`src/sbd_pkg.sv`:
```
// shared types, register map and constants for the card decode block
package sbd_pkg;

	// apb register byte offsets
	localparam logic [7:0] REG_CTL  = 8'h00;
	localparam logic [7:0] REG_MAP  = 8'h04;
	localparam logic [7:0] REG_IRQ  = 8'h08;
	localparam logic [7:0] REG_STAT = 8'h0C;

	// control word: strap replacements
	typedef struct packed {
		logic [15:0] rsvd;
		logic        jumpEn;
		logic        mwrEn;
		logic        waitEn;
		logic        a19Pol;
		logic [2:0]  bankSel;
		logic        extEn;
		logic [3:0]  ioBase;
		logic [3:0]  memBlk;
	} ctl_t;

	// memory map word: socket placement in the 4K block
	typedef struct packed {
		logic [7:0] rsvd2;
		logic [7:0] jumpPage;
		logic [1:0] rsvd1;
		logic [1:0] ram2Idx;
		logic       ram2En;
		logic [1:0] ram1Idx;
		logic       ram1En;
		logic [1:0] rom3Idx;
		logic       rom3Size;
		logic       rom3En;
		logic [1:0] rom2Idx;
		logic       rom2Size;
		logic       rom1Half;
	} map_t;

	// one interrupt route: enable and bus line
	typedef struct packed {
		logic       en;
		logic [2:0] line;
	} route_t;

	// status word
	typedef struct packed {
		logic [18:0] rsvd;
		logic [1:0]  jumpCnt;
		logic        waitActive;
		logic        ioCycle;
		logic        cardSel;
		logic [7:0]  latched;
	} stat_t;

	// host bus pins as sampled
	typedef struct packed {
		logic [3:0]  irqReq;
		logic [7:0]  dataOut;
		logic        phi;
		logic        pSync;
		logic        pWrN;
		logic        sMemr;
		logic        sOut;
		logic        sInp;
		logic [3:0]  ext;
		logic [15:0] addr;
	} busIn_t;

	// decoded selects
	typedef struct packed {
		logic [15:0] blk;
		logic [3:0]  k1;
		logic [1:0]  k2;
		logic [2:0]  rom;
		logic [1:0]  ram;
		logic [5:0]  io;
	} sel_t;

	localparam logic [31:0] CTL_RESET = 32'h0000_807F;
	localparam logic [31:0] MAP_RESET = 32'h00F0_3808;
	localparam logic [31:0] IRQ_RESET = 32'h0000_0000;
	localparam logic [31:0] CTL_WMASK = 32'h0000_FFFF;
	localparam logic [31:0] MAP_WMASK = 32'h00FF_3FFF;
	localparam logic [31:0] IRQ_WMASK = 32'h0000_FFFF;

	// port slots inside the i/o block
	localparam int IO_TTY  = 0;
	localparam int IO_VID  = 1;
	localparam int IO_CAS  = 2;
	localparam int IO_BYTE = 3;
	localparam int IO_USER = 4;
	localparam int IO_SW   = 5;
	localparam logic [3:0] IO_BYTE_OFS = 4'h6;

	localparam int IRQ_SRCS = 4;
	localparam int VI_LINES = 8;

	// reset jump: opcode, page low byte, page high byte
	localparam logic [7:0] JUMP_OPCODE = 8'hC3;
	localparam logic [7:0] JUMP_LOW    = 8'h00;
	localparam logic [1:0] JUMP_LEN    = 2'h3;

	localparam busIn_t BUS_IDLE = '{irqReq: 4'h0, dataOut: 8'h00,
		phi: 1'h0, pSync: 1'h0, pWrN: 1'h1, sMemr: 1'h0, sOut: 1'h0,
		sInp: 1'h0, ext: 4'h0, addr: 16'h0000};

	// socket hit from the 1K or the 2K decoder
	function automatic logic romHit(input logic size2k,
			input logic [1:0] idx, input logic [3:0] k1,
			input logic [1:0] k2);
		return size2k ? k2[idx[1]] : k1[idx];
	endfunction : romHit

	// byte-lane merge of an apb write
	function automatic logic [31:0] wrMerge(input logic [31:0] old,
			input logic [31:0] wd, input logic [3:0] strb,
			input logic [31:0] mask);
		logic [31:0] r;
		r = old;
		for (int i = 0; i < 4; i++) begin
			if (strb[i]) begin
				r[8*i +: 8] = wd[8*i +: 8];
			end
		end
		return r & mask;
	endfunction : wrMerge

endpackage : sbd_pkg

```
`src/sbd_board_decode.sv`:
```
// monitor card bus decode, strobes, wait, jump and interrupt routing
`timescale 1ns/1ps
// Functional notes
// RQ1: address 15..12 selects one of sixteen 4K blocks, gated by bank enable.
// RQ2: address 11..10 split the chosen block into four 1K selects.
// RQ3: address 11 splits the chosen block into two 2K selects.
// RQ4: i/o block base defaults to 70 hex and is relocatable.
// RQ5: port pairs: serial 70/71, 72/73, cassette 74/75, user 78/79, switch 7A/7B.
// RQ6: ports 76 and 77 select the device-assignment parallel port.
// RQ7: default map puts masked rom at F000-F7FF, extension at F800-FBFF.
// RQ8: second and third sockets take 1K or 2K parts by decoder choice.
// RQ9: default map puts static ram at FC00-FFFF.
// RQ10: when enabled, lines 16..19 form the bank enable.
// RQ11: without extended lines the bank enable is held active, the default.
// RQ12: four interrupt sources, each routable to one of eight bus lines.
// RQ13: wait option inserts exactly one wait state per bus cycle.
// RQ14: optional memory-write strobe is write pulse without output status.
// RQ15: reset jump drives its opcode bytes on the first reads after reset.
// RQ16: i/o block uses address 7..4; bits 3 and 2 both high disable it.
// RQ17: memory decode only while no input or output cycle runs.
// RQ18: card select on any hit; data-in drive on select with read, or jump.
// RQ19: host data latched on every memory write or output cycle.
// RQ20: chip selects mutually exclusive and inactive during reset.
module sbd_board_decode (
	// clock and reset
	input  logic        clk,
	input  logic        rst,
	// apb slave
	input  logic [7:0]  paddr,
	input  logic        psel,
	input  logic        penable,
	input  logic        pwrite,
	input  logic [31:0] pwdata,
	input  logic [3:0]  pstrb,
	output logic [31:0] prdata,
	output logic        pready,
	output logic        pslverr,
	// host bus pins
	input  logic [15:0] busAddr,
	input  logic [3:0]  busExt,
	input  logic        sInp,
	input  logic        sOut,
	input  logic        sMemr,
	input  logic        pWrN,
	input  logic        pSync,
	input  logic        phi,
	input  logic [7:0]  dataOutBus,
	input  logic [3:0]  irqReq,
	// data path
	output logic [7:0]  dataInBus,
	output logic        dataInDriveEnN,
	output logic        dataOutLatchEnN,
	output logic [7:0]  internalData,
	// selects
	output logic        cardSelect,
	output logic        ioCycleActive,
	output logic [15:0] blockSel,
	output logic [3:0]  k1Sel,
	output logic [1:0]  k2Sel,
	output logic [2:0]  romSel,
	output logic [1:0]  ramSel,
	output logic [5:0]  ioSel,
	// bus drivers
	output logic        prdyOut,
	output logic        prdyOe,
	output logic        mWriteOut,
	output logic        mWriteOe,
	output logic [7:0]  viOut,
	output logic [7:0]  viOe
);
	sbd_pkg::busIn_t              pins;
	sbd_pkg::busIn_t              sy;
	logic [$bits(sbd_pkg::busIn_t)-1:0] syRaw;
	sbd_pkg::sel_t                decSel;
	sbd_pkg::sel_t                nxt_sel;
	sbd_pkg::sel_t                sel_ff;
	sbd_pkg::ctl_t                ctl_ff;
	sbd_pkg::map_t                map_ff;
	sbd_pkg::route_t [3:0]        irq_ff;
	sbd_pkg::stat_t               stat;
	logic [31:0]                  rdVal;
	logic [31:0]                  wrVal;
	logic                         known;
	logic                         apbWr;
	logic [31:0]                  prdata_ff;
	logic                         pready_ff;
	logic                         pslverr_ff;
	logic [1:0]                   jumpCnt_ff;
	logic                         memrPrev_ff;
	logic                         jumpDrive;
	logic [7:0]                   jumpByte;
	logic                         pSyncPrev_ff;
	logic                         phiPrev_ff;
	logic                         pSyncRise;
	logic                         phiRise;
	logic                         prdyOe_ff;
	logic                         mWriteOut_ff;
	logic                         mWriteOe_ff;
	logic                         nxt_card;
	logic                         cardSelect_ff;
	logic                         ioCycle_ff;
	logic [7:0]                   dataIn_ff;
	logic                         dataInEnN_ff;
	logic                         latchEnN_ff;
	logic [7:0]                   internal_ff;
	logic [7:0]                   nxt_viOe;
	logic [7:0]                   viOe_ff;
	logic [7:0]                   viOut_ff;
	logic                         prdyOut_ff;

	always_comb begin
		pins         = sbd_pkg::BUS_IDLE;
		pins.addr    = busAddr;
		pins.ext     = busExt;
		pins.sInp    = sInp;
		pins.sOut    = sOut;
		pins.sMemr   = sMemr;
		pins.pWrN    = pWrN;
		pins.pSync   = pSync;
		pins.phi     = phi;
		pins.dataOut = dataOutBus;
		pins.irqReq  = irqReq;
	end

	sbd_sync #(
		.WIDTH ($bits(sbd_pkg::busIn_t)),
		.INIT  (sbd_pkg::BUS_IDLE)
	) u_sync (
		.clk (clk),
		.rst (rst),
		.d   (pins),
		.q   (syRaw)
	);

	assign sy = sbd_pkg::busIn_t'(syRaw);

	sbd_decode u_dec (
		.sy  (sy),
		.ctl (ctl_ff),
		.map (map_ff),
		.sel (decSel)
	);

	// apb read mux and write merge
	always_comb begin
		stat            = '0;
		stat.latched    = internal_ff;
		stat.cardSel    = cardSelect_ff;
		stat.ioCycle    = ioCycle_ff;
		stat.waitActive = prdyOe_ff;
		stat.jumpCnt    = jumpCnt_ff;
		known           = 1'h1;
		case (paddr)
			sbd_pkg::REG_CTL:  rdVal = ctl_ff;
			sbd_pkg::REG_MAP:  rdVal = map_ff;
			sbd_pkg::REG_IRQ:  rdVal = {16'h0000, irq_ff};
			sbd_pkg::REG_STAT: rdVal = stat;
			default: begin
				rdVal = 32'h0000_0000;
				known = 1'h0;
			end
		endcase
		case (paddr)
			sbd_pkg::REG_CTL: wrVal = sbd_pkg::wrMerge(rdVal, pwdata,
				pstrb, sbd_pkg::CTL_WMASK);
			sbd_pkg::REG_MAP: wrVal = sbd_pkg::wrMerge(rdVal, pwdata,
				pstrb, sbd_pkg::MAP_WMASK);
			default: wrVal = sbd_pkg::wrMerge(rdVal, pwdata,
				pstrb, sbd_pkg::IRQ_WMASK);
		endcase
	end

	assign apbWr = psel && penable && pready_ff && pwrite;

	// apb handshake: answer in the first access cycle
	always_ff @(posedge clk) begin
		if (rst) begin
			pready_ff  <= 1'h0;
			prdata_ff  <= 32'h0000_0000;
			pslverr_ff <= 1'h0;
		end else begin
			pready_ff <= psel && !penable;
			if (psel && !penable) begin
				prdata_ff  <= pwrite ? 32'h0000_0000 : rdVal;
				pslverr_ff <= !known;
			end
		end
	end

	// configuration registers
	always_ff @(posedge clk) begin
		if (rst) begin
			ctl_ff <= sbd_pkg::CTL_RESET;
			map_ff <= sbd_pkg::MAP_RESET;
			irq_ff <= sbd_pkg::IRQ_RESET[15:0];
		end else if (apbWr) begin
			case (paddr)
				sbd_pkg::REG_CTL: ctl_ff <= wrVal;
				sbd_pkg::REG_MAP: map_ff <= wrVal;
				sbd_pkg::REG_IRQ: irq_ff <= wrVal[15:0];
				default: ;
			endcase
		end
	end

	// RQ15 reset jump bytes, counted down per read
	always_comb begin
		case (jumpCnt_ff)
			2'h3:    jumpByte = sbd_pkg::JUMP_OPCODE;
			2'h2:    jumpByte = sbd_pkg::JUMP_LOW;
			default: jumpByte = map_ff.jumpPage;
		endcase
	end

	assign jumpDrive = ctl_ff.jumpEn && jumpCnt_ff != 2'h0 && sy.sMemr;

	always_ff @(posedge clk) begin
		if (rst) begin
			jumpCnt_ff  <= sbd_pkg::JUMP_LEN;
			memrPrev_ff <= 1'h0;
		end else begin
			memrPrev_ff <= sy.sMemr;
			if (!ctl_ff.jumpEn) begin
				jumpCnt_ff <= 2'h0;
			end else if (jumpCnt_ff != 2'h0 && memrPrev_ff &&
					!sy.sMemr) begin
				jumpCnt_ff <= jumpCnt_ff - 2'h1;
			end
		end
	end

	// RQ20 memory selects yield to the jump clamp
	always_comb begin
		nxt_sel = decSel;
		if (jumpDrive) begin
			nxt_sel.rom = '0;
			nxt_sel.ram = '0;
		end
		nxt_card = |{nxt_sel.rom, nxt_sel.ram, nxt_sel.io};
	end

	// selects and data strobes
	always_ff @(posedge clk) begin
		if (rst) begin
			sel_ff        <= '0;
			cardSelect_ff <= 1'h0;
			ioCycle_ff    <= 1'h0;
			dataIn_ff     <= 8'h00;
			dataInEnN_ff  <= 1'h1;
			latchEnN_ff   <= 1'h1;
			internal_ff   <= 8'h00;
		end else begin
			sel_ff        <= nxt_sel;
			// RQ18 card select and data-in drive
			cardSelect_ff <= nxt_card;
			ioCycle_ff    <= sy.sInp || sy.sOut;
			dataInEnN_ff  <= !((nxt_card && (sy.sMemr || sy.sInp)) ||
				jumpDrive);
			dataIn_ff     <= jumpDrive ? jumpByte : 8'h00;
			// RQ19 latch on any write or output
			latchEnN_ff   <= !(!sy.pWrN || sy.sOut);
			if (!sy.pWrN || sy.sOut) begin
				internal_ff <= sy.dataOut;
			end
		end
	end

	// RQ13 one wait state: pull ready from sync until next phase edge
	assign pSyncRise = sy.pSync && !pSyncPrev_ff;
	assign phiRise   = sy.phi && !phiPrev_ff;

	always_ff @(posedge clk) begin
		if (rst) begin
			pSyncPrev_ff <= 1'h0;
			phiPrev_ff   <= 1'h0;
			prdyOe_ff    <= 1'h0;
			prdyOut_ff   <= 1'h0;
		end else begin
			pSyncPrev_ff <= sy.pSync;
			phiPrev_ff   <= sy.phi;
			if (!ctl_ff.waitEn) begin
				prdyOe_ff <= 1'h0;
			end else if (pSyncRise) begin
				prdyOe_ff <= 1'h1;
			end else if (phiRise && !sy.pSync) begin
				prdyOe_ff <= 1'h0;
			end
		end
	end

	// RQ14 write strobe from write pulse without output status
	always_ff @(posedge clk) begin
		if (rst) begin
			mWriteOut_ff <= 1'h0;
			mWriteOe_ff  <= 1'h0;
		end else begin
			mWriteOut_ff <= !sy.pWrN && !sy.sOut;
			mWriteOe_ff  <= ctl_ff.mwrEn;
		end
	end

	// RQ12 interrupt routing onto open-drain lines
	always_comb begin
		nxt_viOe = '0;
		for (int s = 0; s < sbd_pkg::IRQ_SRCS; s++) begin
			if (irq_ff[s].en && sy.irqReq[s]) begin
				nxt_viOe[irq_ff[s].line] = 1'h1;
			end
		end
	end

	always_ff @(posedge clk) begin
		if (rst) begin
			viOe_ff  <= 8'h00;
			viOut_ff <= 8'h00;
		end else begin
			viOe_ff  <= nxt_viOe;
			viOut_ff <= 8'h00;
		end
	end

	assign prdata          = prdata_ff;
	assign pready          = pready_ff;
	assign pslverr         = pslverr_ff;
	assign dataInBus       = dataIn_ff;
	assign dataInDriveEnN  = dataInEnN_ff;
	assign dataOutLatchEnN = latchEnN_ff;
	assign internalData    = internal_ff;
	assign cardSelect      = cardSelect_ff;
	assign ioCycleActive   = ioCycle_ff;
	assign blockSel        = sel_ff.blk;
	assign k1Sel           = sel_ff.k1;
	assign k2Sel           = sel_ff.k2;
	assign romSel          = sel_ff.rom;
	assign ramSel          = sel_ff.ram;
	assign ioSel           = sel_ff.io;
	assign prdyOut         = prdyOut_ff;
	assign prdyOe          = prdyOe_ff;
	assign mWriteOut       = mWriteOut_ff;
	assign mWriteOe        = mWriteOe_ff;
	assign viOut           = viOut_ff;
	assign viOe            = viOe_ff;
endmodule : sbd_board_decode

```
`src/sbd_decode.sv`:
```
// memory block, sub-block and i/o port decode
`timescale 1ns/1ps
module sbd_decode (
	// synchronised bus
	input  sbd_pkg::busIn_t sy,
	// configuration
	input  sbd_pkg::ctl_t   ctl,
	input  sbd_pkg::map_t   map,
	// selects
	output sbd_pkg::sel_t   sel
);
	logic ioCyc;
	logic bankOk;

	always_comb begin
		sel    = '0;
		ioCyc  = sy.sInp || sy.sOut;
		// RQ10 RQ11 bank enable
		bankOk = !ctl.extEn || (sy.ext == {ctl.a19Pol, ctl.bankSel});
		// RQ1 RQ17 4K block decode
		if (!ioCyc && bankOk) begin
			sel.blk = 16'h0001 << sy.addr[15:12];
		end
		if (sel.blk[ctl.memBlk]) begin
			// RQ2 1K decode
			sel.k1 = 4'h1 << sy.addr[11:10];
			// RQ3 2K decode
			sel.k2 = 2'h1 << sy.addr[11];
			// RQ9 RQ20 ram first
			if (map.ram2En && sel.k1[map.ram2Idx]) begin
				sel.ram[1] = 1'h1;
			end else if (map.ram1En && sel.k1[map.ram1Idx]) begin
				sel.ram[0] = 1'h1;
			// RQ7 masked rom half
			end else if (sel.k2[map.rom1Half]) begin
				sel.rom[0] = 1'h1;
			// RQ8 sockets sized 1K or 2K
			end else if (sbd_pkg::romHit(map.rom2Size, map.rom2Idx,
					sel.k1, sel.k2)) begin
				sel.rom[1] = 1'h1;
			end else if (map.rom3En && sbd_pkg::romHit(map.rom3Size,
					map.rom3Idx, sel.k1, sel.k2)) begin
				sel.rom[2] = 1'h1;
			end
		end
		// RQ4 RQ16 relocatable 12-port block
		if (ioCyc && sy.addr[7:4] == ctl.ioBase &&
				!(sy.addr[3] && sy.addr[2])) begin
			// RQ5 RQ6 port pairs
			sel.io = 6'h01 << sy.addr[3:1];
		end
	end

endmodule : sbd_decode

```
`src/sbd_sync.sv`:
```
// two-flop synchroniser for the host bus pins
`timescale 1ns/1ps
module sbd_sync #(
	parameter int               WIDTH = 1,
	parameter logic [WIDTH-1:0] INIT  = '0
) (
	// clock and reset
	input  logic             clk,
	input  logic             rst,
	// pins in, synchronised out
	input  logic [WIDTH-1:0] d,
	output logic [WIDTH-1:0] q
);
	logic [WIDTH-1:0] meta_ff;
	logic [WIDTH-1:0] q_ff;

	if (WIDTH < 1) begin : g_chk
		$error("sbd_sync width below one");
	end

	always_ff @(posedge clk) begin
		if (rst) begin
			meta_ff <= INIT;
			q_ff    <= INIT;
		end else begin
			meta_ff <= d;
			q_ff    <= meta_ff;
		end
	end

	assign q = q_ff;

endmodule : sbd_sync

```
`config.mk`:
```
export PLATFORM = sky130hd
export DESIGN_NAME = sbd_board_decode
export DESIGN_NICKNAME = d
export VERILOG_FILES = /design/src/sbd_pkg.sv /design/src/sbd_board_decode.sv /design/src/sbd_decode.sv /design/src/sbd_sync.sv
export SDC_FILE = /design/constraint.sdc
export NUM_CORES = 1
export LEC_CHECK = 0
export BUFFER_PORTS_ARGS = -buffer_cell sky130_fd_sc_hd__buf_2
export CAP_MARGIN = 5
export CORE_MARGIN = 2
export CORE_UTILIZATION = 45
export CTS_BUF_LIST = sky130_fd_sc_hd__clkbuf_2 sky130_fd_sc_hd__clkbuf_4 sky130_fd_sc_hd__clkbuf_8
export CTS_CLUSTER_SIZE = 10
export DETAILED_ROUTE_END_ITERATION = 6
export GPL_TIMING_DRIVEN = 0
export PLACE_DENSITY = 0.77
export SYNTH_ARGS = -nofsm -noshare
export SYNTH_HDL_FRONTEND = slang
export SYNTH_SLANG_ARGS = --single-unit
```
`constraint.sdc`:
```
create_clock -name clk -period 3.15 [get_ports clk]
set_clock_uncertainty 0.15 [all_clocks]
set_input_delay 0.1575 -clock clk [delete_from_list [all_inputs] [get_ports clk]]
set_output_delay 0.1575 -clock clk [all_outputs]
set_load 0.02 [all_outputs]
```
# Yosys cells after proc, flatten, opt, wreduce, memory -nomap -nowiden
# Cells that the tools add are included.
[totals] reg_bits=259 in_bits=87 out_inout_bits=107 word_cells=203
[op_classes] n_addsub=1 n_lt_le_gt_ge=16 eq_ne=8 shift=4 mux=56 bitwise=6 reduce_logical=57
[op_table] op="$pmux 32 s4" count=1
[op_table] op="$mux 8" count=7
[op_table] op="$mux 32" count=1
[op_table] op="$logic_and 1x1->1" count=28
[op_table] op="$mux 1" count=27
[op_table] op="$mux 24" count=1
[op_table] op="$or 8x8->8" count=3
[op_table] op="$eq 8x4->1 const B" count=2
[op_table] op="$lt 3x4->1 const B" count=4
[op_table] op="$mux 16" count=1
[op_table] op="$pmux 8 s2" count=1
[op_table] op="$shl 1x4->16 const A" count=1
[op_table] op="$logic_not 1->1" count=13
[op_table] op="$demux 1 s3" count=4
[op_table] op="$ge 3x1->1 const B" count=4
[op_table] op="$lt 2x3->1 const B" count=4
[op_table] op="$reduce_or 11->1" count=1
[op_table] op="$mux 5" count=2
[op_table] op="$bmux 1 s2" count=4
[op_table] op="$eq 4x4->1" count=2
[op_table] op="$eq 8x3->1 const B" count=1
[op_table] op="$logic_not 8->1" count=1
[op_table] op="$lt 1x2->1 const B" count=3
[op_table] op="$mux 2" count=3
[op_table] op="other kinds (16)" count=29

# Longest topological paths before layout
# Gate-level depths: netlist (run 1).
[logic_depth] word_depth=16 depth_mapped=8

# Hierarchy
# Synthesis (run 1) repeated with hierarchy kept, for this count alone.
[unflattened] cells_unflattened=895 hier_area_um2=8956.1
[modules_own_cells] mod="sbd_board_decode" instances=1 cells_per_inst=644 area_each_um2=6333.6
[modules_own_cells] mod="sbd_sync" instances=1 cells_per_inst=160 area_each_um2=2049.5
[modules_own_cells] mod="sbd_decode" instances=1 cells_per_inst=91 area_each_um2=573.0

# Worst setup path before layout (run 1)
# No wires, ideal clock.
[synth_path] path_type="input to register" startpoint="in paddr[1]" endpoint="reg map_ff[11] (netlist bit)" setup_time_ps=120 arrival_ps=1911 setup_slack_ps=969 cell_stages=7 cell_sequence="or4_4 > or2_1 > buf_6 > or3_1 > clkbuf_2 > buf_6 > a211o_1"
[synth_via] elab_chain_cells=4 word_cells_on_any_way=8 cone_classes="3 x eq/ne; 3 x mux; 2 x reduce/logical"
[synth_lines] element="start, declared" line="sbd_board_decode.sv:29" source="input logic [7:0] paddr,"
[synth_lines] element="$eq 8x4->1, or another cell as far along" line="sbd_board_decode.sv:153" source="case (paddr)"
[synth_lines] element="$pmux 32 s4" line="sbd_board_decode.sv:153"
[synth_lines] element="$mux 8" line="sbd_pkg.sv:122" source="if (strb[i]) begin"
[synth_lines] element="$mux 24"
[synth_lines] element="end signal, assigned" line="sbd_board_decode.sv:194" source="map_ff <= sbd_pkg::MAP_RESET;"
[synth_lines] element="end signal, assigned" line="sbd_board_decode.sv:199" source="sbd_pkg::REG_MAP: map_ff <= wrVal;"
[synth_lines] element="end, declared" line="sbd_board_decode.sv:78" source="sbd_pkg::map_t map_ff;"
# Parallel ways exist; a longest one is shown, timed or not.
# A chain may end at the register's enable or synchronous reset.

# Worst setup path after layout (run 1)
[layout_path] startpoint="in paddr[4]" endpoint="reg map_ff[17] (netlist bit)"
# Same word-level chain as after synthesis.

==> flow_metrics.py, run 1 <==
metrics = {
    "outcome": {
        "status": "completed",
    },
    "grt": {
        "grtUsageTotal_pct": 22.98,
        "grt_pass1_wl_um": 36090,
        "antenna_found_initial": 0,
        "gr-total-overflow": 0,
        "grt_pass1_vias": 7077,
        "grt_max_degree": 11,
    },
    "cells_and_area": {
        "fillers": 1585,
        "multiInputGateArea_um2": 3570,
        "diodes": 0,
        "postLayoutCellArea_um2": 11160,
        "seqCellArea_um2": 4584,
        "drive_gt1_share_pct": 23.10,
        "syn2layout_area_growth_pct": 31.35,
        "nNetsFinal": 1238,
    },
    "cts": {
        "clk_transition_reported_paths_ps": 60,
        "post_cts_resized": 0,
        "cts-root-buf": "clkbuf_8",
        "cts_max_path_buffers": 3,
        "clkLatencyLatePin_ps": 540,
        "numCtsBuffers": 37,
        "cts_sinks": 229,
        "cts_tree": "done",
        "htreeDepth": 2,
    },
    "drt": {
        "postRouteAntennaNets": 0,
        "dr.pass1.iters": 5,
        "viasPerCell": 5.181,
        "wl_per_cell_um": 16.66,
        "wl_um": 23440,
        "first_iter_violations": 714,
        "drc": 0,
        "vias": 7289,
    },
    "place": {
        "dp.final_hpwl_um": 16670,
        "placed_area_um2": 9643,
        "place.gp.congestion": 0.9094,
        "io_buffers": 159,
    },
    "sta": {
        "period_minus_slack_ps": 2879,
        "final-hold-violation-count": 0,
        "fmax_mhz": 347.3,
        "setup_tns_ps": 0,
        "period_share_pct": 91.41,
        "finalMaxSlewViolations": 0,
        "rsz0062_at_grt": "no",
        "tightest_slew_ps": 1155,
        "slew-limit-headroom_pct": 21.99,
        "setup_viol": 0,
    },
    "critical_path": {
        "crit_fanout": 10,
        "crit_required_ps": 3400,
        "cp_data_arrival_time_ps": 3130,
        "crit_type": "in2reg",
        "crit_path_start_kind": "primary input",
        "endpoint_kind": "flip-flop",
    },
    "job": {
        "maxCapViolations": 0,
    },
    "yosys": {
        "synth_edf_count": 0,
        "synthFlopType": "dfxtp_1",
        "yosysSeqAreaShare_pct": 53.97,
        "synthArstFlopShare_pct": 0,
        "synth_cell_types": 49,
        "synth_top_area_cell": "dfxtp_1",
        "synthCells": 869,
        "synth_area_leaders": "dfxtp_1 (54%), nor2b_1 (5.7%), nor2_1 (4.2%)",
        "avgSynthCellArea_um2": 9.775,
        "synth_commonest_cells": "dfxtp_1 (229), nor2_1 (94), nor2b_1 (77)",
        "synth-seq-cells": 229,
        "synth_most_common_cell": "dfxtp_1",
        "yosys_warnings": 0,
        "yosysTopAreaCellShare_pct": 53.97,
        "synth_area_um2": 8494,
    },
    "floorplan": {
        "die_h_um": 141.4,
        "core.rowCount": 50,
        "start_util_pct": 45.56,
        "core_area_um2": 18640,
        "num_io_pins": 194,
        "die_w_um": 141.4,
        "die-area_um2": 19990,
    },
    "power_and_ir_drop": {
        "p_per_area_nw_per_um2": 563.5,
        "ir_worst_vdd_mv": 0.2966,
        "cellLeakagePower_nw": 4.665,
    },
    "hold_path": {
        "hold_class": "in2reg",
    },
}
## logic make-up (layout without fill, tap and decap cells)
logic type	after synthesis	in the layout	share of synthesized area, %
XOR/XNOR	22	22	2.268
AND/OR/NAND/NOR	384	384	23.39
flip-flops	229	229	53.97
other	1	17	0.04415
multiplexers	38	38	6.393
AO/OA/AOI/OAI	109	109	8.779
buffers and inverters	83	371	4.713
adder cells (fa/ha/maj)	3	3	0.4419
## final timing paths
check | startpoint | slack [ps] | cells past startpoint | to
worst min register to register | u_sync.meta_ff[23] | 260 | 1 | u_sync.q[23]
worst min-delay path | paddr[6] | 20 | 4 | pslverr
worst max register to register | ctl_ff[10] | 300 | 5 | romSel[2]
worst max-delay path | paddr[4] | 270 | 11 | map_ff[17]
## cells in the final DEF (no fill, tap or decap), types with 3 or more instances in the layout
cell,n
clkinv_2,3
xor2_1,8
nor4_1,10
and3_1,5
a22o_1,10
a31oi_1,8
nand2_1,58
buf_1,6
mux2i_1,25
dlygate4sd3_1,65
bufinv_16,4
xnor2_1,14
nor3b_1,8
nand3_1,28
dfxtp_1,229
buf_2,165
nand4_1,3
nor4b_1,4
o32ai_1,3
ha_1,3
a21oi_1,38
nor2b_1,77
inv_1,10
mux4_2,13
a22oi_1,16
or2_2,4
conb_1,17
nand3b_1,15
clkbuf_1,40
and2_1,12
buf_4,17
nor3_1,52
a211o_1,6
clkbuf_8,48
clkbuf_4,8
nand2b_1,7
a211oi_1,15
nor2_1,94
## stage by stage
stage / total power [W] / cells / utilization [%] / worst slack (ps) / hold slack (ps)
6_report: 0.006287 / 1407 / 59.85 / 270.7 / 15.64
5_1_grt: 0.006471 / 1407 / 59.85 / 162.2 / 60.75
4_1_cts: 0.006316 / 1407 / 59.85 / 273.9 / 0.8017
3_5_place_dp: 0.003361 / 1278 / 51.72 / 283.1 / 193.1
3_3_place_gp: 0.003357 / 1278 / 51.72 / 275.9 / 192.4
2_1_floorplan: 0.003242 / 885 / - / 969.0 / 111.3
## layer usage
layer	up-vias	routed length (um)	part of all wire (%)	global-route usage, %
li1	3519	-	-	-
met1	3325	9762	42	29.55
met2	371	10370	44	36.66
met3	74	2305	9.8	5.265
met4	0	1003	4.3	11.16
met5	-	0	0	0
## power by group
part / internal [W] / leakage [nW] / switching [W]
Clock: 0.00179 / 0.450 / 0.00114
Sequential: 0.00295 / 1.86 / 0.0000213
Combinational: 0.000182 / 2.35 / 0.000212
Total: 0.00492 / 4.66 / 0.00137
## sequential cells by signal, indices dropped and copies added (netlist names), 2 cells and up
signal	cells
u_sync.meta_ff	35
u_sync.q	35
ctl_ff	24
map_ff	24
prdata	24
blockSel	16
irq_ff	16
dataInBus	8
internalData	8
viOe	8
ioSel	6
k1Sel	4
romSel	3
jumpCnt_ff	2
k2Sel	2
ramSel	2
## worst max-delay path, cell delays in order
cell           delay, ps
dlygate4sd3_1        530
buf_2                120
or4_4                430
or2_1                240
buf_6                140
or3_1                340
clkbuf_2             160
buf_6                160
a211oi_1             210
dlygate4sd3_1        580
nor3_1                40
## layout make-up
cell class	count	area share (%)
clock inverters	8	1.278
inverters	10	0.3364
repair buffers	224	12.96
clock buffers	56	6.460
multi-input cells	573	31.99
plain buffers	73	3.252
well taps	234	2.624
flip-flops and latches	229	41.09
## what timing repair did
action / CTS / global route
endpoints found under the hold margin: 98 / 0
buffers inserted: 0 / 0
hold buffers: 65 / 0
Power figures use the tool's default switching activity.
==> run 2: changes to the inputs <==
Settings changed: HOLD_SLACK_MARGIN set to 0.03.
==> flow_metrics.py, run 2 (same netlist as run 1, synthesis figures left out) <==
metrics = {
    "place": {
        "dp_worst_setup_slack_ps": 283.1,
        "io_buffers": 159,
        "place.gp.congestion": 0.9094,
        "placed_area_um2": 9643,
        "dp.final_hpwl_um": 16670,
    },
    "floorplan": {
        "core.rowCount": 50,
        "die_w_um": 141.4,
        "core_area_um2": 18640,
        "die_h_um": 141.4,
        "die-area_um2": 19990,
        "start_util_pct": 45.56,
        "num_io_pins": 194,
    },
    "drt": {
        "wl_um": 23480,
        "drc": 0,
        "vias": 7336,
        "wl_per_cell_um": 16.68,
        "postRouteAntennaNets": 0,
        "dr.pass1.iters": 6,
        "viasPerCell": 5.210,
        "first_iter_violations": 678,
    },
    "sta": {
        "setup_viol": 0,
        "setup_slack_ps": 270.0,
        "setup_tns_ps": 0,
        "slew-limit-headroom_pct": 21.92,
        "whs_ps": 49.91,
        "period_share_pct": 91.43,
        "final-hold-violation-count": 0,
        "rsz0062_at_grt": "no",
        "tightest_slew_ps": 1156,
        "fmax_mhz": 347.2,
        "period_minus_slack_ps": 2880,
        "finalMaxSlewViolations": 0,
    },
    "power_and_ir_drop": {
        "p_per_area_nw_per_um2": 562.5,
        "cellLeakagePower_nw": 4.672,
        "ir_worst_vdd_mv": 0.2966,
    },
    "cells_and_area": {
        "nNetsFinal": 1239,
        "final_common_cell": "dfxtp_1",
        "drive_gt1_share_pct": 23.08,
        "diodes": 0,
        "final_util_pct": 59.90,
        "final_cell_mix": "dfxtp_1 (229), buf_2 (165), nor2_1 (94)",
        "syn2layout_area_growth_pct": 31.46,
        "postLayoutCellArea_um2": 11170,
    },
    "job": {
        "maxCapViolations": 0,
    },
    "cts": {
        "numCtsBuffers": 37,
        "cts_sinks": 229,
        "clk_transition_reported_paths_ps": 60,
        "cts_setup_buffers": 0,
        "cts_tree": "done",
        "clkLatencyLatePin_ps": 540,
        "holdBufCountCts": 66,
        "htreeDepth": 2,
        "post_cts_resized": 0,
        "cts_max_path_buffers": 3,
        "cts-root-buf": "clkbuf_8",
    },
    "grt": {
        "grt_pass1_wl_um": 36160,
        "grt_max_degree": 11,
        "antenna_found_initial": 0,
        "grt_pass1_vias": 7087,
        "grtUsageTotal_pct": 23.02,
        "gr-total-overflow": 0,
    },
    "critical_path": {
        "crit_required_ps": 3400,
        "cp_slowest_cell": "dlygate4sd3_1",
        "crit_chain": "dlygate4sd3_1 > buf_2 > or4_4 > or2_1 > buf_6 > or3_1 > clkbuf_2 > buf_6 > a211oi_1 > dlygate4sd3_1 > nor3_1",
        "critPathMaxStageDelay_ps": 580,
        "crit_type": "in2reg",
        "cp_data_arrival_time_ps": 3130,
        "endpoint_kind": "flip-flop",
        "crit_path_start_kind": "primary input",
        "crit_family": "buffers and inverters",
        "worst-path-buf-inv": 6,
        "crit_fanout": 10,
    },
    "hold_path": {
        "hold_class": "in2reg",
    },
    "outcome": {
        "status": "completed",
    },
}
[run 2: cell types whose count changed in the layout (fill, tap and decap cells not counted), sizes merged]
cell | before | now
dlygate4sd3 | 65 | 66
[run 2: area by class of cell]
type	count	area, um2
Buffer	73	362.8
Clock buffer	56	720.7
Clock inverter	8	142.6
Fill cell	1585	7476
Inverter	10	37.54
Multi-Input combinational cell	573	3570
Sequential cell	229	4584
Tap cell	234	292.8
Timing Repair Buffer	225	1456
[run 2: worst reg2reg max path: cells and delay by family (launching register included)]
kind	cells	cell delay (ps)
AO/OA/AOI/OAI	1	990
flip-flops	1	340
AND/OR/NAND/NOR	3	1080
XOR/XNOR	1	170
[run 2: routing by layer]
layer	share of wire [%]	global-route usage [%]	up-vias
li1	-	-	3520
met1	42	29.57	3359
met2	44	36.77	386
met3	9.8	5.265	71
met4	4.2	11.16	0
met5	0	0	-
[run 2: path summary, 6_finish.rpt]
check	slack, ps	cells after the start	from	to
worst max-delay path	270	11	paddr[4]	map_ff[17]
worst min-delay path	50	5	penable	prdata[3]
worst max register to register	300	5	ctl_ff[12]	romSel[2]
worst min register to register	260	1	u_sync.meta_ff[23]	u_sync.q[23]
[run 2: per-stage QoR]
step                power, W  cells
detailed placement  0.003361   1278
global route        0.006471   1408
CTS                 0.006316   1408
global placement    0.003357   1278
floorplan           0.003242    885
finish              0.006281   1408
[run 2: power by group]
group          switching, W  internal (W)
clock network       0.00113       0.00179
logic              0.000212      0.000182
registers         0.0000214       0.00295
==> run 3: changes to the inputs <==
Settings changed: ABC_AREA set to 1, SKIP_CTS_REPAIR_TIMING set to 1.
==> flow_metrics.py, run 3 <==
metrics = {
    "outcome": {
        "status": "completed",
    },
    "yosys": {
        "synth_xor_area_share_pct": 0.5975,
        "avgSynthCellArea_um2": 7.721,
        "synth_mux_area_share_pct": 0,
        "yosysSeqAreaShare_pct": 52.13,
        "synthAdderAreaFrac_pct": 0.4268,
        "synth_area_leaders": "dfxtp_1 (52%), inv_1 (7.4%), nor2_1 (7.2%)",
        "synth_compound_area_share_pct": 15.08,
        "yosys_warnings": 0,
        "synthFlopType": "dfxtp_1",
        "synth_top_area_cell": "dfxtp_1",
        "synthCells": 1139,
        "synth_top_family_by_area": "simple AND/OR/NAND/NOR gates",
        "synthSimpleGateAreaFrac_pct": 20.13,
        "synth-seq-cells": 229,
        "synthArstFlopShare_pct": 0,
        "synth_edf_count": 0,
        "yosysTopAreaCellShare_pct": 52.13,
        "synth_commonest_cells": "dfxtp_1 (229), inv_1 (173), nor2_1 (168)",
        "synth_cell_types": 37,
        "synth_most_common_cell": "dfxtp_1",
        "synth_area_um2": 8795,
    },
    "place": {
        "io_buffers": 163,
        "dp_worst_setup_slack_ps": 670.8,
        "place.gp.congestion": 0.9263,
        "dp.final_hpwl_um": 19110,
    },
    "floorplan": {
        "num_io_pins": 194,
        "core.rowCount": 51,
        "die_w_um": 143.8,
        "die-area_um2": 20680,
        "core_area_um2": 19330,
        "die_h_um": 143.8,
        "start_util_pct": 45.49,
    },
    "power_and_ir_drop": {
        "power_switching_w": 0.001438,
        "combPwrFrac_pct": 6.8,
        "seqPwrFrac_pct": 48.3,
        "cellLeakagePower_nw": 5.189,
        "switching_share_pct": 23.29,
        "p_int_w": 0.004736,
        "p_per_area_nw_per_um2": 536.9,
        "ir_worst_vdd_mv": 0.3066,
        "clkPwrFrac_pct": 44.9,
    },
    "drt": {
        "dr.max_layer_used": "met4",
        "postRouteAntennaNets": 0,
        "vias": 8577,
        "dr.pass1.iters": 6,
        "met1_length_um": 10820,
        "wl_met3_um": 2434,
        "wl_per_cell_um": 15.54,
        "met2_length_um": 12570,
        "viasPerCell": 4.992,
        "wl_um": 26700,
        "drc": 0,
        "first_iter_violations": 667,
    },
    "sta": {
        "period_minus_slack_ps": 2732,
        "tightest_slew_ps": 779.7,
        "setup_tns_ps": 0,
        "setup_viol": 0,
        "final-hold-violation-count": 0,
        "setup_slack_ps": 418.3,
        "rsz0062_at_grt": "no",
        "finalMaxSlewViolations": 0,
        "slew-limit-headroom_pct": 48.02,
        "period_share_pct": 86.72,
        "fmax_mhz": 366.1,
    },
    "cells_and_area": {
        "nNetsFinal": 1515,
        "seqCellArea_um2": 4584,
        "final_cell_mix": "dfxtp_1 (229), inv_1 (173), buf_2 (171)",
        "drive_gt1_share_pct": 18.32,
        "final_common_cell": "dfxtp_1",
        "final_util_pct": 59.47,
        "fillers": 1776,
        "multiInputGateArea_um2": 3251,
        "syn2layout_area_growth_pct": 30.74,
    },
    "cts": {
        "numCtsBuffers": 37,
        "htreeDepth": 2,
        "clk_transition_reported_paths_ps": 60,
        "cts_max_path_buffers": 3,
        "cts_sinks": 229,
        "clkLatencyLatePin_ps": 530,
        "cts-root-buf": "clkbuf_8",
        "cts_tree": "done",
    },
    "critical_path": {
        "reg2reg_slack_ps": 510,
        "critPathMaxStageDelay_ps": 590,
        "r2r_end": "map_ff[23]",
        "crit_type": "in2reg",
        "reg2reg_depth": 7,
        "crit_required_ps": 3410,
        "cp_data_arrival_time_ps": 2990,
        "cp_slowest_cell": "dlygate4sd3_1",
        "endpoint_kind": "flip-flop",
        "cp_common_cell": "dlygate4sd3_1",
        "reg2reg_from": "pready",
        "endpoint": "map_ff[23]",
        "crit_path_start": "paddr[6]",
        "crit_fanout": 10,
        "crit_path_start_kind": "primary input",
        "crit_chain": "dlygate4sd3_1 > buf_2 > nor4_4 > nand4_4 > nor2_1 > inv_1 > clkbuf_1 > a21oi_1 > o31ai_1 > dlygate4sd3_1",
    },
    "grt": {
        "antenna_found_initial": 0,
        "grt_pass1_wl_um": 38700,
        "grtUsageTotal_pct": 24.32,
        "grt_pass1_vias": 7568,
        "gr-total-overflow": 0,
        "grt_max_degree": 11,
    },
    "job": {
        "maxCapViolations": 0,
    },
    "hold_path": {
        "hold_class": "in2reg",
    },
}
==> run 3: layer usage <==
| metal | up-vias | track usage, % |
|---|---|---|
| met1 | 3823 | 30.29 |
| met4 | 0 | 10.53 |
| li1 | 4249 | - |
| met5 | - | 0 |
| met3 | 66 | 6.398 |
| met2 | 439 | 39.77 |
==> run 3: worst min-delay path by stage <==
| stage | from | endpoint | cells after the start |
|---|---|---|---|
| 3_3_place_gp | pWrN | u_sync.meta_ff[23] | 2 |
| 5_1_grt | pwdata[15] | irq_ff[15] | 5 |
| 2_1_floorplan | pWrN | u_sync.meta_ff[23] | 1 |
| 4_1_cts | pWrN | u_sync.meta_ff[23] | 2 |
| 3_5_place_dp | pWrN | u_sync.meta_ff[23] | 2 |
| 6_report | penable | prdata[2] | 5 |
==> run 3: cells by family (layout without fill, tap and decap cells) <==
logic type,after synthesis,in the layout
buf+inv,250,547
flops,229,229
other cells,1,18
fa+ha+maj,3,3
compound gates,249,249
xor+xnor,6,6
simple gates,401,401
==> run 3: critical path: cells and delay by family <==
| kind | cells | cell delay, ps |
|---|---|---|
| buf+inv | 5 | 1700 |
| simple gates | 3 | 780 |
| compound gates | 2 | 330 |
==> run 3: metrics by stage <==
stage | instance area (um2) | power [W] | instances | hold slack, ps
3_5_place_dp | 10000 | 0.003395 | 1583 | 198.6
2_1_floorplan | 8855 | 0.003252 | 1155 | 111.3
4_1_cts | 10820 | 0.006144 | 1649 | -359.4
6_report | 11500 | 0.006174 | 1718 | 14.00
5_1_grt | 11500 | 0.006380 | 1717 | 31.89
3_3_place_gp | 10000 | 0.003389 | 1583 | 193.2
==> run 3: area by class of cell <==
cell class | instances | share of cell area, %
inverter | 177 | 5.778
tap | 265 | 2.884
buffer | 73 | 3.090
antenna | 1 | 0.02176
sequential | 229 | 39.87
timing repair buffer | 231 | 13.01
clock inverter | 9 | 0.8488
clock buffer | 57 | 6.224
multi-input combinational | 676 | 28.27
==> run 3: power groups by stage <==
stage	clock (W)	sequential, W	combinational (W)
global placement	0	0.00304	0.000347
finish	0.00277	0.00298	0.000420
detailed placement	0	0.00304	0.000352
CTS	0.00281	0.00298	0.000353
floorplan	0	0.00306	0.000197
global route	0.00294	0.00298	0.000461
